[src/media_ctrl_consts.vh]
// constants for the media converter fault and loopback control block
`ifndef MEDIA_CTRL_CONSTS_VH
`define MEDIA_CTRL_CONSTS_VH

// register word offsets (one address per 32-bit register)
`define REG_PORT_CFG    4'h0
`define REG_FAULT_CFG   4'h1
`define REG_LOOP_CFG    4'h2
`define REG_BW_C2F      4'h3
`define REG_BW_F2C      4'h4
`define REG_STATUS      4'h5

// port_cfg fields
`define PC_AUTONEG      0
`define PC_SPEED100     1
`define PC_FULL_DUPLEX  2
`define PC_SEL_ADV      3
`define PC_FIBER_FORCED 4
`define PORT_CFG_RESET  5'h01

// fault_cfg fields
`define FC_FIBER_FWD    0
`define FC_COPPER_FWD   1
`define FC_REFLECT      2
`define FC_PEER_PASS    3

// loop_cfg fields
`define LC_ENABLE       0
`define LC_SWAP         1
`define LC_CLEAR_MC     2

// status fields
`define ST_COPPER_LINK  0
`define ST_FIBER_LINK   1
`define ST_PASS_ACTIVE  2
`define ST_MDIX         3
`define ST_ROLE_LO      4
`define ST_SPEED_LO     6

// speed codes
`define SPD_10          2'h0
`define SPD_100         2'h1
`define SPD_1000        2'h2

// limiter step in units of 10 bit/s
`define STEP_10M        32'h0000_01E8
`define STEP_100M       32'h0000_1310
`define STEP_1000M      32'h0000_5F50

// roles
`define ROLE_STANDALONE 2'h0
`define ROLE_REMOTE     2'h1
`define ROLE_HOST       2'h2

// timing: clock rate and rate window
`define CLK_HZ          20000000
`define WINDOW_CYC      32'd20000000

`endif

[src/media_fault_loop_ctrl.v]
// fault forwarding, loopback rewrite and bandwidth limit control
//
// Register access over Avalon-MM and the placing of the registers were chosen for this implementation.
`timescale 1ns/1ps
`default_nettype none
`include "media_ctrl_consts.vh"

module media_fault_loop_ctrl
#(
  parameter WINDOW_CYC = `WINDOW_CYC
)
(
  input  wire        clk,
  input  wire        rst_n,
  // avalon-mm slave
  input  wire [3:0]  avs_address,
  input  wire        avs_read,
  input  wire        avs_write,
  input  wire [31:0] avs_writedata,
  output reg  [31:0] avs_readdata,
  output reg         avs_waitrequest,
  // straps, sampled after reset release
  input  wire        strap_host,
  input  wire        strap_remote,
  // link signalling from the phys
  input  wire        copper_link_ok,
  input  wire [1:0]  copper_speed,
  input  wire        copper_pair_swapped,
  input  wire        fiber_link_ok,
  input  wire        fiber_rx_fault,
  input  wire        peer_pass_enabled,
  // phy control
  output reg         copper_enable,
  output reg         fiber_tx_enable,
  output reg         copper_autoneg,
  output reg  [3:0]  copper_adv,
  output reg         copper_mdix,
  output reg         fiber_autoneg_mode,
  output reg         copper_link_led,
  output reg         fiber_link_led,
  // frame byte stream from the uplink toward the loop
  input  wire [7:0]  rx_data,
  input  wire        rx_valid,
  input  wire        rx_sof,
  input  wire        rx_is_mgmt,
  input  wire        rx_from_copper,
  output reg  [7:0]  tx_data,
  output reg         tx_valid,
  output reg         tx_loop,
  output reg         tx_drop,
  output reg         mgmt_valid,
  output reg  [7:0]  mgmt_data
);

  // ---------------------------------------------------------------
  // reset synchroniser
  // ---------------------------------------------------------------
  reg rst_meta_r;
  reg rst_sync_r;
  always @(posedge clk or negedge rst_n)
  begin
    if (!rst_n)
    begin
      rst_meta_r <= 1'b0;
      rst_sync_r <= 1'b0;
    end
    else
    begin
      rst_meta_r <= 1'b1;
      rst_sync_r <= rst_meta_r;
    end
  end
  wire rs_n = rst_sync_r;

  // ---------------------------------------------------------------
  // registers
  // ---------------------------------------------------------------
  reg [4:0]  port_cfg_r;
  reg [3:0]  fault_cfg_r;
  reg [2:0]  loop_cfg_r;
  reg [15:0] bw_c2f_r;
  reg [15:0] bw_f2c_r;
  reg [1:0]  role_r;
  reg        role_done_r;

  // per-speed step in units of 10 bit/s
  function [31:0] step_of;
    input [1:0] spd;
    begin
      case (spd)
        `SPD_10:  step_of = `STEP_10M;
        `SPD_100: step_of = `STEP_100M;
        default:  step_of = `STEP_1000M;
      endcase
    end
  endfunction

  wire fiber_fwd  = fault_cfg_r[`FC_FIBER_FWD];
  wire copper_fwd = fault_cfg_r[`FC_COPPER_FWD];
  // pass-through needs both forwards here and at the peer
  wire pass_active = fiber_fwd & copper_fwd & peer_pass_enabled &
                     (role_r != `ROLE_STANDALONE);

  wire [31:0] status_word = {24'h000000, copper_speed,
                             role_r, copper_mdix, pass_active,
                             fiber_link_led, copper_link_led};

  always @(posedge clk or negedge rst_n)
  begin
    if (!rst_n)
    begin
      port_cfg_r      <= `PORT_CFG_RESET;
      fault_cfg_r     <= 4'h0;
      loop_cfg_r      <= 3'h0;
      bw_c2f_r        <= 16'h0000;
      bw_f2c_r        <= 16'h0000;
      role_r          <= `ROLE_STANDALONE;
      role_done_r     <= 1'b0;
      avs_waitrequest <= 1'b1;
      avs_readdata    <= 32'h0000_0000;
    end
    else if (!rs_n)
    begin
      port_cfg_r      <= `PORT_CFG_RESET; // autoneg on both ports
      role_done_r     <= 1'b0;
      avs_waitrequest <= 1'b1;
    end
    else
    begin
      if (!role_done_r)
      begin
        role_done_r <= 1'b1;
        // strap capture; both on is treated as host
        role_r <= strap_host ? `ROLE_HOST :
                  strap_remote ? `ROLE_REMOTE : `ROLE_STANDALONE;
      end
      // one wait cycle per access, answer on the second edge
      if ((avs_read | avs_write) & avs_waitrequest)
      begin
        avs_waitrequest <= 1'b0;
        if (avs_write)
        begin
          case (avs_address)
            `REG_PORT_CFG:  port_cfg_r  <= avs_writedata[4:0];
            `REG_FAULT_CFG: fault_cfg_r <= avs_writedata[3:0];
            `REG_LOOP_CFG:  loop_cfg_r  <= avs_writedata[2:0];
            `REG_BW_C2F:    bw_c2f_r    <= avs_writedata[15:0];
            `REG_BW_F2C:    bw_f2c_r    <= avs_writedata[15:0];
            default:        ;
          endcase
        end
        case (avs_address)
          `REG_PORT_CFG:  avs_readdata <= {27'h0, port_cfg_r};
          `REG_FAULT_CFG: avs_readdata <= {28'h0, fault_cfg_r};
          `REG_LOOP_CFG:  avs_readdata <= {29'h0, loop_cfg_r};
          `REG_BW_C2F:    avs_readdata <= {16'h0, bw_c2f_r};
          `REG_BW_F2C:    avs_readdata <= {16'h0, bw_f2c_r};
          `REG_STATUS:    avs_readdata <= status_word;
          default:        avs_readdata <= 32'h0000_0000;
        endcase
      end
      else
        avs_waitrequest <= 1'b1;
    end
  end

  // ---------------------------------------------------------------
  // link, fault forwarding and port modes
  // ---------------------------------------------------------------
  always @(posedge clk or negedge rst_n)
  begin
    if (!rst_n)
    begin
      copper_enable      <= 1'b1;
      fiber_tx_enable    <= 1'b1;
      copper_autoneg     <= 1'b1;
      copper_adv         <= 4'hF;
      copper_mdix        <= 1'b0;
      fiber_autoneg_mode <= 1'b1;
      copper_link_led    <= 1'b0;
      fiber_link_led     <= 1'b0;
    end
    else
    begin
      copper_link_led <= copper_link_ok;
      fiber_link_led  <= fiber_link_ok;
      // copper drops on fiber loss
      copper_enable <= ~((fiber_fwd | pass_active) & ~fiber_link_ok);
      // fiber drops on copper loss or reflected rx fault
      fiber_tx_enable <= ~(((copper_fwd | pass_active) & ~copper_link_ok)
                        | (fault_cfg_r[`FC_REFLECT] & fiber_rx_fault))
                        ;
      copper_autoneg <= port_cfg_r[`PC_AUTONEG];
      // adv bits: 10h,10f,100h,100f; selective offers one
      if (port_cfg_r[`PC_SEL_ADV])
        copper_adv <= 4'h1 << {port_cfg_r[`PC_SPEED100],
                               port_cfg_r[`PC_FULL_DUPLEX]};
      else
        copper_adv <= 4'hF;
      copper_mdix <= copper_pair_swapped;
      // fiber is fixed 1000 full; only the setup mode varies
      fiber_autoneg_mode <= ~port_cfg_r[`PC_FIBER_FORCED];
    end
  end

  // ---------------------------------------------------------------
  // bandwidth limiter: credit per window, equal for all frames
  // ---------------------------------------------------------------
  reg [31:0] win_cnt_r;
  reg [47:0] used_c2f_r;
  reg [47:0] used_f2c_r;
  wire [47:0] lim_c2f = bw_c2f_r * step_of(copper_speed);
  wire [47:0] lim_f2c = bw_f2c_r * step_of(copper_speed);
  // byte costs 80 units of 10 bit/s over a one-second window
  wire over_c2f = (bw_c2f_r != 16'h0) & (used_c2f_r >= lim_c2f);
  wire over_f2c = (bw_f2c_r != 16'h0) & (used_f2c_r >= lim_f2c);

  always @(posedge clk or negedge rst_n)
  begin
    if (!rst_n)
    begin
      win_cnt_r  <= 32'h0000_0000;
      used_c2f_r <= 48'h0;
      used_f2c_r <= 48'h0;
    end
    else if (win_cnt_r >= WINDOW_CYC - 1)
    begin
      win_cnt_r  <= 32'h0000_0000;
      used_c2f_r <= 48'h0;
      used_f2c_r <= 48'h0;
    end
    else
    begin
      win_cnt_r <= win_cnt_r + 32'h1;
      // management bytes are charged like data
      if (rx_valid & rx_from_copper & ~over_c2f)
        used_c2f_r <= used_c2f_r + 48'h50;
      if (rx_valid & ~rx_from_copper & ~over_f2c)
        used_f2c_r <= used_f2c_r + 48'h50;
    end
  end

  // ---------------------------------------------------------------
  // loopback address rewrite: six-byte delay line
  // ---------------------------------------------------------------
  // the new destination is the old source, which arrives six bytes
  // later, so every byte toward tx waits six cycles; the rewrite
  // assumes the twelve address bytes arrive back to back
  localparam DLY = 6;
  localparam EW  = 12;
  wire [EW-1:0] ent_in = {rx_from_copper, rx_is_mgmt, rx_sof, rx_valid,
                          rx_data};
  wire [EW-1:0] dly_w [0:DLY];
  assign dly_w[0] = ent_in;

  genvar g;
  generate
    for (g = 0; g < DLY; g = g + 1)
    begin : g_dly
      reg [EW-1:0] stage_r;
      always @(posedge clk or negedge rst_n)
      begin
        if (!rst_n)
          stage_r <= {EW{1'b0}};
        else
          stage_r <= dly_w[g];
      end
      assign dly_w[g+1] = stage_r;
    end
  endgenerate

  // byte leaving the delay line and its flags
  wire [7:0] o_data   = dly_w[DLY][7:0];
  wire       o_valid  = dly_w[DLY][8];
  wire       o_sof    = dly_w[DLY][9];
  wire       o_mgmt   = dly_w[DLY][10];
  wire       o_copper = dly_w[DLY][11];

  reg  [3:0] opos_r;
  reg  [7:0] hdr_r [0:5];
  wire [3:0] o_pos = o_sof ? 4'h0 : opos_r;
  wire [3:0] hsel  = o_pos - 4'h6;
  wire loop_on = loop_cfg_r[`LC_ENABLE] & (role_r != `ROLE_HOST);
  wire swap_on = loop_cfg_r[`LC_SWAP] | loop_cfg_r[`LC_CLEAR_MC];
  wire rewrite = loop_on & swap_on & ~o_mgmt & ~o_copper;
  wire o_over  = o_copper ? over_c2f : over_f2c;

  // header zone of a byte position: 0 dest, 1 source, 2 payload
  function [1:0] pos_zone;
    input [3:0] p;
    begin
      if (p < 4'h6)
        pos_zone = 2'h0;
      else if (p < 4'hC)
        pos_zone = 2'h1;
      else
        pos_zone = 2'h2;
    end
  endfunction

  reg [7:0] o_byte;
  always @*
  begin
    o_byte = o_data;
    if (rewrite)
    begin
      case (pos_zone(o_pos))
        2'h0:
        begin
          // source byte arriving now becomes the destination
          o_byte = rx_data;
          if (o_pos == 4'h0 && loop_cfg_r[`LC_CLEAR_MC])
            o_byte = rx_data & 8'hFE;
        end
        2'h1:    o_byte = hdr_r[hsel[2:0]];
        default: o_byte = o_data;
      endcase
    end
  end

  integer k;
  always @(posedge clk or negedge rst_n)
  begin
    if (!rst_n)
    begin
      opos_r     <= 4'h0;
      tx_data    <= 8'h00;
      tx_valid   <= 1'b0;
      tx_loop    <= 1'b0;
      tx_drop    <= 1'b0;
      mgmt_valid <= 1'b0;
      mgmt_data  <= 8'h00;
      for (k = 0; k < 6; k = k + 1)
        hdr_r[k] <= 8'h00;
    end
    else
    begin
      // management from uplink goes to the agent, never looped
      mgmt_valid <= rx_valid & rx_is_mgmt;
      mgmt_data  <= rx_data;
      tx_drop    <= o_valid & o_over;
      tx_loop    <= loop_on & ~o_mgmt & ~o_copper;
      tx_valid   <= o_valid & ~o_over & ~(o_mgmt & loop_on);
      tx_data    <= o_byte;
      if (o_valid)
      begin
        if (o_sof)
          opos_r <= 4'h1;
        else if (opos_r != 4'hC)
          opos_r <= opos_r + 4'h1;
        // keep the old destination for the source slots
        if (pos_zone(o_pos) == 2'h0)
          hdr_r[o_pos[2:0]] <= o_data;
      end
    end
  end

endmodule // media_fault_loop_ctrl
`default_nettype wire

[config.mk]
export PLATFORM = sky130hd
export DESIGN_NAME = media_fault_loop_ctrl
export DESIGN_NICKNAME = d
export VERILOG_FILES = /design/src/media_fault_loop_ctrl.v
export VERILOG_INCLUDE_DIRS = /design/src
export SDC_FILE = /design/constraint.sdc
export NUM_CORES = 1
export LEC_CHECK = 0
export ABC_AREA = 1
export BUFFER_PORTS_ARGS = -buffer_cell sky130_fd_sc_hd__buf_4
export CAP_MARGIN = 15
export CORE_MARGIN = 2
export CORE_UTILIZATION = 30
export DETAILED_ROUTE_END_ITERATION = 8
export GPL_ROUTABILITY_DRIVEN = 0
export PLACE_DENSITY = 0.43
export SLEW_MARGIN = 10
export SYNTH_ARGS = -nofsm -noshare
export SYNTH_HDL_FRONTEND = slang
export SYNTH_SLANG_ARGS = --single-unit
[constraint.sdc]
create_clock -name clk -period 5.9 [get_ports clk]
set_input_delay 0.885 -clock clk [delete_from_list [all_inputs] [get_ports clk]]
set_output_delay 0.885 -clock clk [all_outputs]
set_load 0.05 [all_outputs]
# After elaboration in Yosys (flattened, before gate mapping)
# Index checks and enable logic that the tools add are counted.
[op_classes]
n_bitwise = 44
reduce_logical = 22
mux = 34
n_lt_le_gt_ge = 8
div = 0
multipliers = 2
add_sub_neg = 5
n_eq_ne = 12
n_shift = 1
[op_table]
columns = ["op", "count"]
rows = [
  ["$mux 48", 4],
  ["$add 48x7->48 const B", 2],
  ["$ge 48x48->1", 2],
  ["$mul 16x32->48", 2],
  ["$pmux 16 s6", 1],
  ["$bwmux 48", 1],
  ["$add 32x1->32 const B", 1],
  ["$ge 32x25->1 const B", 1],
  ["$mux 32", 1],
  ["$mux 8", 4],
  ["$reduce_bool 16->1", 2],
  ["$pmux 15 s2", 1],
  ["$and 1x1->1", 24],
  ["$bmux 8 s3", 1],
  ["$demux 8 s3", 1],
  ["$mux 5", 4],
  ["$mux 4", 4],
  ["$pmux 8 s2", 1],
  ["$reduce_and 4->1", 4],
  ["$not 1->1", 13],
  ["$mux 2", 5],
  ["$eq 4x2->1 const B", 2],
  ["$eq 4x3->1 const B", 2],
  ["$ge 4x4->1 const B", 2],
  ["other kinds (20)", 43],
]
[totals]
reg_bits = 365
memories = 0
inputBits = 61
ramBits = 0
romBits = 0
latchBits = 0
out_inout_bits = 64
word_cells = 169

# Depth between registers and ports, before layout
# Gate-level depths: netlist of run 1.
[depth]
depth_word = 9
mapped_depth = 42
ltp_nobuf = 39

# Worst setup path after synthesis of run 1
# Ideal clock, no wire load.
[synth_timing]
kind = "input port to flip-flop"
start = "input copper_speed[1]"
end = "register used_c2f_r[6]"
arrival_ps = 7516
required_ps = 5834
n_path_buf = 6
stages = 33
setup_ps = 66
slack_ps = -1682
cell_sequence = "buf_6 > nor2_8 > buf_6 > clkbuf_1 > buf_1 > nor2_1 > fa_1 > fa_1 > fa_1 > fa_1 > fa_1 > ha_1 > ha_1 > nand2_1 > nor4_1 > a21oi_1 > o21bai_1 > a21oi_1 > xor2_1 > ha_1 > a21oi_1 > o21ai_0 > nand2_1 > nand2_1 > a21oi_1 > nand3_2 > nand2_4 > nand2_4 > nand2_2 > buf_6 > buf_6 > nand3_1 > nand2_1"
[synth_between]
elab_chain_len = 8
word_cells_on_any_way = 9
cone_classes = "1 x mul; 1 x order compare; 1 x eq/ne; 1 x mux; 3 x bitwise; 2 x reduce/logical"
[synth_lines]
columns = ["item", "line", "rtl"]
rows = [
  ["start: declaration", "media_fault_loop_ctrl.v:27", "input wire [1:0] copper_speed,"],
  ["$eq 2x1->1 or $logic_not 2->1 (tied branches)", "media_fault_loop_ctrl.v:90", "case (spd)"],
  ["$pmux 15 s2 (*)", "media_fault_loop_ctrl.v:90", ""],
  ["$mul 16x32->48 (*)", "media_fault_loop_ctrl.v:212", "wire [47:0] lim_c2f = bw_c2f_r * step_of(copper_speed);"],
  ["$ge 48x48->1 (*)", "media_fault_loop_ctrl.v:215", "wire over_c2f = (bw_c2f_r != 16'h0) & (used_c2f_r >= lim_c2f);"],
  ["$and 1x1->1 (*)", "media_fault_loop_ctrl.v:215", ""],
  ["$not 1->1 (*)", "media_fault_loop_ctrl.v:236", "if (rx_valid & rx_from_copper & ~over_c2f)"],
  ["$and 1x1->1 (*)", "media_fault_loop_ctrl.v:236", ""],
  ["$reduce_bool 2->1 (no source line) (*)", "-", ""],
  ["end signal: assignment", "media_fault_loop_ctrl.v:237", "used_c2f_r <= used_c2f_r + 48'h50;"],
  ["end: declaration", "media_fault_loop_ctrl.v:210", "reg [47:0] used_c2f_r;"],
]
# Mark *: on every way between the ends. The rest lies on a longest branch, timed or not.
# A chain may end at the register's enable or synchronous reset.

# Final worst setup path of run 1
[layout_timing]
start = "input copper_speed[0]"
end = "register used_c2f_r[17]"
# Same word-level chain as after synthesis.

==> results.toml, run 1 <==
[drt]
drc_errors = 0
routed_via_density = 4.560
vias = 24350
drt-total-wl_um = 87690
dr.pass1.iters = 5
ant_nets = 0
wl_per_cell_um = 16.42
drt_iter0_drc = 1459

[floorplanning]
num_io_pins = 125
fp.dieW_um = 315.1
rows = 114
initial_core_util = 0.3015
dieArea_sq_um = 99280
coreArea_sq_um = 96280
die_h_um = 315.1

[critical_path]
cp_num_cells = 38
path_delay_family = "adder cells"
worst-path-buf-inv = 10
setup.worst_path.start_class = "input pin"
r2r_cells = 32
crit_path_end_kind = "flop"
critPathSlowestCell = "fa_2"
worstPathArrival_ns = 7.43
slowest_delay_ns = 0.56
critPathRequiredTime_ns = 6.45
r2r_setup_slack_ns = -0.76
critPathKind = "input pin to flop"
cp_max_fo = 8

[sta]
period_share = 1.167
post-route-min-period_ns = 6.884
rsz0062_at_grt = "yes"
worst_pin_slew_ns = 1.231
final_hold_viol_count = 0
fmax_mhz = 145.3
setup_violations = 90
slew_headroom = 0.1706
layout_setup_ws_ns = -0.9838
slew_viol_final = 0
skew_ns = 0.01957

[job]
drv_cap = 0

[clocking]
clkTransAtPathRegs_ns = 0.05
cts_buffers = 45
cts_root_buf = "clkbuf_16"
clk_path_buf_depth = 3
clock_latency_ns = 0.61
tritoncts = "built"
cts_sinks = 333
htreeDepth = 2

[synth]
yosysWarnings = 0
synthCells = 3551
ys.flop_type = "dfrtp_1"
ys_types = 55
postSynthAreaPerCell_sq_um = 8.176
ys_seq_area_frac = 0.2875
syn_area_sq_um = 29030
synth_edf_count = 0
synth_seq_cells = 333
ys_async_sr_fraction = 1.000

[cells_and_area]
layout.nets = 4621
antenna_cells = 0
regArea_sq_um = 8346
multi_input_area_sq_um = 19460
layout.cells.non_filler = 5339
drive_above_1_share = 0.2289
area_growth_pct = 30.64
n_fill_cell = 9905

[global_routing]
grt_pass1_wl_um = 140300
grt_pass1_vias = 24830
grt_max_degree = 151
grtUsageTotal = 0.1791
antenna_found_initial = 0
overflow = 0

[pwr]
p_leak_uw = 0.01852
irDropWorstVdd_mv = 0.4511
power_per_cell_area_nw_per_um2 = 507.5

[run_status]
violations = "setup timing"
status = "complete, but fails checks"

[placement]
dp_slack_ns = -1.734
place_inst = 5215
hpwl_um = 68350
io_buffer_count = 92

[worst_hold_path]
hold_path.class = "input pin to asynchronous set/reset pin"
-- kinds of logic (layout without fill, tap and decap cells) --
group                      count (synthesis)  count (layout)  share of synthesized area
AOI/OAI and AO/OA                        460             460                    0.08891
xor gates and xnor gates                 116             116                    0.03500
adders and majority gates                532             532                     0.2862
buffers and inverters                    772            1261                     0.1063
DFF                                      333             333                     0.2875
other                                      2              24                  0.0002587
and+or+nand+nor                         1336            1337                     0.1959
-- path summary, 6_finish.rpt --
path | start | endpoint
max | copper_speed[0] | used_c2f_r[17]
min | rst_n | rs_n
max reg2reg | bw_c2f_r[10] | used_c2f_r[17]
min reg2reg | g_dly[0].stage_r[8] | g_dly[1].stage_r[8]
max in group asynchronous | rst_n | used_c2f_r[20]
min in group clk | g_dly[0].stage_r[8] | g_dly[1].stage_r[8]
-- cell usage in the layout (no fill, tap or decap), types with 54 or more instances in the layout --
| master | n |
|---|---|
| ha_4 | 55 |
| nand4_1 | 60 |
| nand2_1 | 551 |
| a21oi_1 | 73 |
| dfrtp_1 | 323 |
| xor2_1 | 84 |
| o21ai_0 | 192 |
| nand3_1 | 135 |
| fa_1 | 201 |
| nor3_1 | 54 |
| nor2_1 | 353 |
| ha_1 | 256 |
| inv_1 | 629 |
| buf_4 | 468 |
-- repair_timing --
item / CTS / global route
pin swaps: 19 / 43
setup buffers: 14 / 13
resized for setup: 94 / 165
setup endpoints to repair: 90 / 90
hold buffers: 0 / 0
cloned: 5 / 11
-- registers in the layout, indices dropped and copies added, names as in the netlist, 5 cells and up --
signal,cells
used_c2f_r,44
mgmt_data,7
win_cnt_r,32
g_dly.stage_r,65
port_cfg_r,5
hdr_r,48
tx_data,8
bw_f2c_r,16
used_f2c_r,44
avs_readdata,16
bw_c2f_r,16
-- routing by layer --
layer | vias to the layer above | track usage | part of all wire
met5 | - | 0 | 0
met4 | 0 | 0.04286 | 0.021
met3 | 93 | 0.02197 | 0.038
met2 | 398 | 0.2714 | 0.43
met1 | 11650 | 0.2691 | 0.51
li1 | 12210 | - | -
-- cell usage after synthesis, types with 5 or more instances --
| cell | count | share of area |
|---|---|---|
| a22oi_1 | 8 | 0.0021 |
| o31ai_1 | 13 | 0.0034 |
| a31oi_1 | 14 | 0.0030 |
| nand2_1 | 595 | 0.077 |
| nor3_2 | 5 | 0.0017 |
| inv_1 | 650 | 0.084 |
| a21boi_0 | 5 | 0.0013 |
| or2_2 | 6 | 0.0013 |
| o21ai_0 | 216 | 0.037 |
| o21ai_2 | 5 | 0.0015 |
| nor3b_1 | 7 | 0.0018 |
| xor2_1 | 85 | 0.026 |
| o22ai_1 | 18 | 0.0039 |
| nor3_1 | 59 | 0.010 |
| buf_1 | 5 | 0.00065 |
| o21bai_1 | 21 | 0.0054 |
| nand4_1 | 60 | 0.013 |
| buf_4 | 25 | 0.0065 |
| clkbuf_1 | 56 | 0.0072 |
| buf_6 | 8 | 0.0031 |
| nor2_1 | 401 | 0.052 |
| a21oi_1 | 106 | 0.018 |
| nor2_2 | 5 | 0.0011 |
| nand3_1 | 153 | 0.026 |
| ha_1 | 312 | 0.13 |
| dfstp_2 | 10 | 0.0091 |
| nor4_1 | 26 | 0.0056 |
| buf_2 | 22 | 0.0038 |
| dfrtp_1 | 323 | 0.28 |
| fa_1 | 220 | 0.15 |
| a22o_1 | 8 | 0.0024 |
| a21o_1 | 7 | 0.0018 |
| o21ai_1 | 21 | 0.0036 |
| xnor2_1 | 31 | 0.0094 |
-- power by group --
group	leakage [uW]	switching [uW]	internal, uW	total [uW]
Sequential	0.00430	129	2500	2630
Clock	0.000756	1110	1740	2850
Combinational	0.0135	6960	6800	13800
-- per-stage QoR --
step | TNS (ns) | util | power (uW) | hold WS [ns] | area, sq um
6_report | -80.81 | 0.3939 | 19250 | 0.2065 | 37930
5_1_grt | -107.58 | 0.3939 | 21220 | 0.2367 | 37930
4_1_cts | -73.95 | 0.3840 | 18840 | 0.2055 | 36970
3_5_place_dp | -151.06 | 0.3614 | 15620 | 0.3347 | 34790
3_3_place_gp | -147.28 | 0.3614 | 15620 | 0.3316 | 34790
2_1_floorplan | -84.60 | - | 11410 | 0.3312 | 30180
-- final cells by class --
class	count	area share
repair buffers	524	0.1192
well taps	1276	0.04210
inverters	655	0.06506
clock buffers	66	0.03497
clock inverters	16	0.005674
flip-flops and latches	333	0.2200
multi-input cells	2469	0.5130
No activity file was read; power rests on OpenSTA's default activity.
==> run 2: changes to the inputs <==
--- a/config.mk
+++ b/config.mk
@@ -6,7 +6,6 @@
 export SDC_FILE = /design/constraint.sdc
 export NUM_CORES = 1
 export LEC_CHECK = 0
-export ABC_AREA = 1
 export BUFFER_PORTS_ARGS = -buffer_cell sky130_fd_sc_hd__buf_4
 export CAP_MARGIN = 15
 export CORE_MARGIN = 2
==> run 2 against run 1 <==
  * The flow still finishes with violations (setup timing)
  * Critical endpoint is now used_c2f_r[23]
  * Largest power group unchanged
  * Routed wire length is 15% lower
  * Register-to-register slack got worse by 1.0 ns
  * Largest cell class unchanged
  * Sequential power increased by 3%
  * Cell area down 4.8%
  * First-iteration DRC count decreased by 22%
  * Power up 15%
  * Area after synthesis is 5.6% lower
  * Hold slack improved by 0.021 ns
  * Flip-flop and latch count is the same
  * Critical path type unchanged
  * Clock power grew 4%
==> results.toml, run 2 <==
[synth]
netlist_top_cells_area = "dfrtp_1 (29%), fa_1 (16%), ha_1 (14%)"
yosysMostFrequentCell = "inv_1"
syn_area_sq_um = 27420
ys_async_sr_fraction = 1.000
synthCells = 2762
synth_seq_cells = 333
yosysWarnings = 0
ys.flop_type = "dfrtp_1"
ys_types = 70
yosysTopAreaCell = "dfrtp_1"
synth_edf_count = 0
ys_seq_area_frac = 0.3044
synthTopCellsByCount = "inv_1 (377), dfrtp_1 (323), ha_1 (312)"
synth_top_cell_area_share = 0.2948
postSynthAreaPerCell_sq_um = 9.927

[run_status]
status = "complete, but fails checks"
violations = "setup timing"

[sta]
slew_headroom = 0.2190
setup-tns-final_ns = -153.61
period_share = 1.314
post-route-min-period_ns = 7.753
slew_viol_final = 0
fmax_mhz = 129.0
setup_violations = 90
rsz0062_at_grt = "yes"
layout_setup_ws_ns = -1.853
final_hold_viol_count = 0
holdWs_ns = 0.2273
worst_pin_slew_ns = 1.167
skew_ns = 0.03964

[pwr]
irDropWorstVdd_mv = 0.5749
internal-power_uw = 12800
power_frac_seq = 0.122
power_per_cell_area_nw_per_um2 = 614.4
power.clock.fraction = 0.133
pwr-share-comb = 0.746
p_leak_uw = 0.01745
swShare = 0.4232
power_switching_uw = 9390

[floorplanning]
num_io_pins = 125
die_h_um = 306.3
dieArea_sq_um = 93830
coreArea_sq_um = 90290
rows = 110
fp.dieW_um = 306.3
initial_core_util = 0.3037

[critical_path]
crit_path_end_kind = "flop"
worst-path-buf-inv = 8
critPathRequiredTime_ns = 6.40
critPathKind = "input pin to flop"
worstPathArrival_ns = 8.26
path_delay_family = "adder cells"
critPathSlowestCell = "fa_1"
cp_max_fo = 8
setup.worst_path.start_class = "input pin"
slowest_delay_ns = 0.57
cp_common_cell = "fa_1"

[drt]
wl_per_cell_um = 16.99
ant_nets = 0
drt_iter0_drc = 1137
drc_errors = 0
dr.pass1.iters = 5
drt-total-wl_um = 74880
vias = 20750
routed_via_density = 4.708

[clocking]
clkTransAtPathRegs_ns = 0.06
htreeDepth = 2
clk_path_buf_depth = 3
cts_root_buf = "clkbuf_16"
cts_buffers = 42
cts_sinks = 333
clock_latency_ns = 0.60
tritoncts = "built"

[worst_hold_path]
hold_path.class = "input pin to asynchronous set/reset pin"

[cells_and_area]
max_flop_register = "g_dly.stage_r"
drive_above_1_share = 0.3018
layout_top_registers = "g_dly.stage_r x65, hdr_r x48"
mostFrequentLayoutCells = "buf_4 (453), inv_1 (361), dfrtp_1 (318)"
area_growth_pct = 31.71
largest_reg_flops = 65
antenna_cells = 0
layout.nets = 3792
final_common_cell = "buf_4"
n_fill_cell = 8824

[global_routing]
antenna_found_initial = 3
overflow = 0
grt_pass1_wl_um = 121600
grtUsageTotal = 0.1610
grt_pass1_vias = 21750
grt_max_degree = 147

[placement]
hpwl_um = 57370
dp_slack_ns = -2.759
io_buffer_count = 92

[job]
drv_cap = 0
[run 2: changes by cell type in the layout (fill, tap and decap cells not counted), moves of 45 or more]
cell	change
inv_1	-268
mux2_2	+90
nand2_1	-370
nand3_1	-89
nor2_1	-188
o21ai_0	-121
xnor2_1	+65
xor2_1	-45
[run 2: repair_timing]
item / 4_1_cts / 5_1_grt
gates resized for setup: 128 / 176
gates cloned: 4 / 1
setup buffers: 32 / 31
hold buffers: 0 / 0
setup endpoints to repair: 90 / 90
pin swaps: 80 / 128
[run 2: path summary, 6_finish.rpt]
check	from	endpoint	slack, ns	cells after the start
min	rst_n	g_dly[1].stage_r[6]	0.23	1
max in group asynchronous	rst_n	used_f2c_r[37]	4.33	2
max reg2reg	bw_c2f_r[8]	used_c2f_r[23]	-1.78	28
min in group clk	g_dly[1].stage_r[10]	g_dly[2].stage_r[10]	0.34	0
min reg2reg	g_dly[1].stage_r[10]	g_dly[2].stage_r[10]	0.34	0
max	copper_speed[1]	used_c2f_r[23]	-1.85	33
[run 2: power by group through the flow]
| stage | clock network, uW | registers (uW) | logic [uW] |
|---|---|---|---|
| after floorplan | 0 | 2690 | 9620 |
| after global placement | 0 | 2720 | 14800 |
| after detailed placement | 0 | 2730 | 14900 |
| after CTS | 3040 | 2700 | 15700 |
| after global routing | 3140 | 2730 | 18700 |
| final | 2950 | 2700 | 16500 |
[run 2: cell type report]
type                            instances  area [sq um]  area share
Timing Repair Buffer                  509          4249      0.1177
Clock inverter                         23         436.7     0.01209
Tap cell                             1176          1471     0.04075
Multi-Input combinational cell       1935         19010      0.5263
Inverter                              378          1424     0.03943
Sequential cell                       333          8352      0.2313
Clock buffer                           53          1172     0.03246
[run 2: logic make-up after synthesis]
logic type | after synthesis | share of synthesized area
other cells | 2 | 0.0002739
buf+inv | 518 | 0.07470
fa+ha+maj | 542 | 0.3067
flops | 333 | 0.3044
compound gates | 366 | 0.08602
mux | 120 | 0.04842
simple gates | 741 | 0.1348
xor+xnor | 140 | 0.04472
[run 2: layer usage]
metal	share of wire	global-route usage
met3	0.039	0.02661
met4	0.024	0.04104
met5	0.00017	0
met2	0.44	0.2436
met1	0.50	0.2375
[run 2: stage by stage]
step / cells / total power (uW) / instance area [sq um] / utilization
after floorplan: 2784 / 12310 / 28320 / -
after global placement: 4273 / 17540 / 32640 / 0.3615
after detailed placement: 4273 / 17640 / 32640 / 0.3615
after CTS: 4384 / 21460 / 35170 / 0.3895
after global routing: 4407 / 24580 / 36110 / 0.4000
final: 4407 / 22190 / 36110 / 0.4000
==> run 3: changes to the inputs <==
--- a/config.mk
+++ b/config.mk
@@ -6,10 +6,12 @@
 export SDC_FILE = /design/constraint.sdc
 export NUM_CORES = 1
 export LEC_CHECK = 0
+export ABC_AREA = 1
 export BUFFER_PORTS_ARGS = -buffer_cell sky130_fd_sc_hd__buf_4
 export CAP_MARGIN = 15
 export CORE_MARGIN = 2
 export CORE_UTILIZATION = 30
+export CTS_BUF_LIST = sky130_fd_sc_hd__clkbuf_4 sky130_fd_sc_hd__clkbuf_8 sky130_fd_sc_hd__clkbuf_16
 export DETAILED_ROUTE_END_ITERATION = 8
 export GPL_ROUTABILITY_DRIVEN = 0
 export PLACE_DENSITY = 0.43
==> run 3 against run 2 <==
  * The flow still finishes with violations (setup timing)
  * Die area rose by 5.8%
  * Clock skew shrank 0.020 ns
  * Flip-flop and latch count stayed put
  * Worst setup slack improved by 0.86 ns
  * Combinational power decreased by 18%
  * Utilization fell by 0.40 points
  * Clock power is 2% lower
  * Sequential power shrank 3%
  * Cell area rose by 5.6%
  * First-iteration DRC count is 26% higher
  * Critical path depth rose by 2
  * Register-to-register slack improved by 0.95 ns
  * Largest power group unchanged
==> results.toml, run 3 (synthesized netlist as in run 1, its figures left out) <==
[critical_path]
path_delay_family = "adder cells"
crit_path_end_kind = "flop"
critPathSlowestCell = "fa_1"
worst-path-buf-inv = 10
r2r-start = "bw_c2f_r[10]"
critPathRequiredTime_ns = 6.40
cp_max_fo = 8
critPathKind = "input pin to flop"
setup.worst_path.start_class = "input pin"
slowest_delay_ns = 0.58
worstPathArrival_ns = 7.39
worstSetupStartpoint = "copper_speed[0]"

[cells_and_area]
area_growth_pct = 31.31
n_fill_cell = 9878
layout.cells.non_filler = 5345
drive_above_1_share = 0.2340
largest_reg_flops = 65
max_flop_register = "g_dly.stage_r"
antenna_cells = 0
layout.nets = 4627
final_area_sq_um = 38120
layout_top_registers = "g_dly.stage_r x65, hdr_r x48"
mostFrequentLayoutCells = "inv_1 (628), nand2_1 (550), buf_4 (471)"
final_common_cell = "inv_1"

[sta]
worst_pin_slew_ns = 1.209
fmax_mhz = 145.2
final_hold_viol_count = 0
setup-tns-final_ns = -80.27
layout_setup_ws_ns = -0.9888
holdWs_ns = 0.2055
rsz0062_at_grt = "yes"
post-route-min-period_ns = 6.889
period_share = 1.168
skew_ns = 0.02008
slew_headroom = 0.1857
slew_viol_final = 0
setup_violations = 90

[clocking]
clock_latency_ns = 0.61
tritoncts = "built"
htreeDepth = 2
cts.hold.buffers_added = 0
clkTransAtPathRegs_ns = 0.05
cts_root_buf = "clkbuf_16"
cts_sinks = 333
cts_buffers = 45
clk_path_buf_depth = 3

[drt]
wl_per_cell_um = 16.41
dr.pass1.iters = 5
routed_via_density = 4.555
drt-total-wl_um = 87710
ant_nets = 0
vias = 24350
drt_iter0_drc = 1435
drc_errors = 0

[pwr]
irDropWorstVdd_mv = 0.4424
power_per_cell_area_nw_per_um2 = 502.3
swShare = 0.4251
power_switching_uw = 8141
internal-power_uw = 11010
power.clock.fraction = 0.151
p_leak_uw = 0.01864
pwr-share-comb = 0.711
power_frac_seq = 0.137

[global_routing]
grtUsageTotal = 0.1793
overflow = 0
grt_pass1_vias = 24820
antenna_found_initial = 0
grt_pass1_wl_um = 140400
grt_max_degree = 151

[run_status]
status = "complete, but fails checks"
violations = "setup timing"

[job]
drv_cap = 0

[placement]
io_buffer_count = 92
dp_slack_ns = -1.734
place_area_sq_um = 34790
hpwl_um = 68350
place_inst = 5215

[floorplanning]
dieArea_sq_um = 99280
die_h_um = 315.1
num_io_pins = 125
initial_core_util = 0.3015
fp.dieW_um = 315.1
rows = 114
coreArea_sq_um = 96280

[worst_hold_path]
hold_path.class = "input pin to asynchronous set/reset pin"
run 3: changes by cell type in the layout (fill, tap and decap cells not counted), moves of 44 or more:
| cell | before | now |
|---|---|---|
| nand2_1 | 181 | 550 |
| inv_1 | 361 | 628 |
| nor2_1 | 165 | 352 |
| o21ai_0 | 71 | 193 |
| mux2_2 | 90 | 0 |
| nand3_1 | 46 | 136 |
| xnor2_1 | 94 | 28 |
| xor2_1 | 39 | 83 |
run 3: path summary, 6_finish.rpt:
check	end	cells past startpoint	slack (ns)
worst min register to register	g_dly[1].stage_r[8]	0	0.34
worst max-delay path	used_c2f_r[4]	35	-0.99
max in group asynchronous	used_c2f_r[22]	2	4.40
min in group clk	g_dly[1].stage_r[8]	0	0.34
worst max register to register	used_c2f_r[4]	32	-0.83
worst min-delay path	rs_n	1	0.21
run 3: power groups by stage:
stage | registers (uW) | logic, uW | clock network (uW)
2_1_floorplan | 2700 | 8700 | 0
3_3_place_gp | 2670 | 13000 | 0
3_5_place_dp | 2670 | 12900 | 0
4_1_cts | 2630 | 13300 | 2990
5_1_grt | 2660 | 15400 | 3070
6_report | 2630 | 13600 | 2900
run 3: area by class of cell:
class	count	area [sq um]	share of cell area
multi-input cells	2469	19500	0.5115
flip-flops and latches	333	8346	0.2189
repair buffers	530	4632	0.1215
inverters	655	2467	0.06473
well taps	1276	1597	0.04188
clock buffers	66	1364	0.03578
clock inverters	16	215.2	0.005645
run 3: timing repair:
item / CTS / global route
pin swaps: 20 / 61
cloned: 6 / 10
buffers inserted: 18 / 22
endpoints found under the setup margin: 90 / 90
resized for setup: 83 / 197
run 3: metal layers:
| layer | part of all wire | track usage | vias up |
|---|---|---|---|
| met5 | 0 | 0 | - |
| met4 | 0.020 | 0.04167 | 0 |
| met3 | 0.040 | 0.02217 | 93 |
| met2 | 0.43 | 0.2714 | 417 |
| met1 | 0.51 | 0.2698 | 11610 |
| li1 | - | - | 12230 |
run 3: stage by stage:
stage | util | power (uW)
final | 0.3959 | 19150
after global placement | 0.3614 | 15620
after floorplan | - | 11410
after detailed placement | 0.3614 | 15620
after CTS | 0.3845 | 18890
after global routing | 0.3959 | 21140
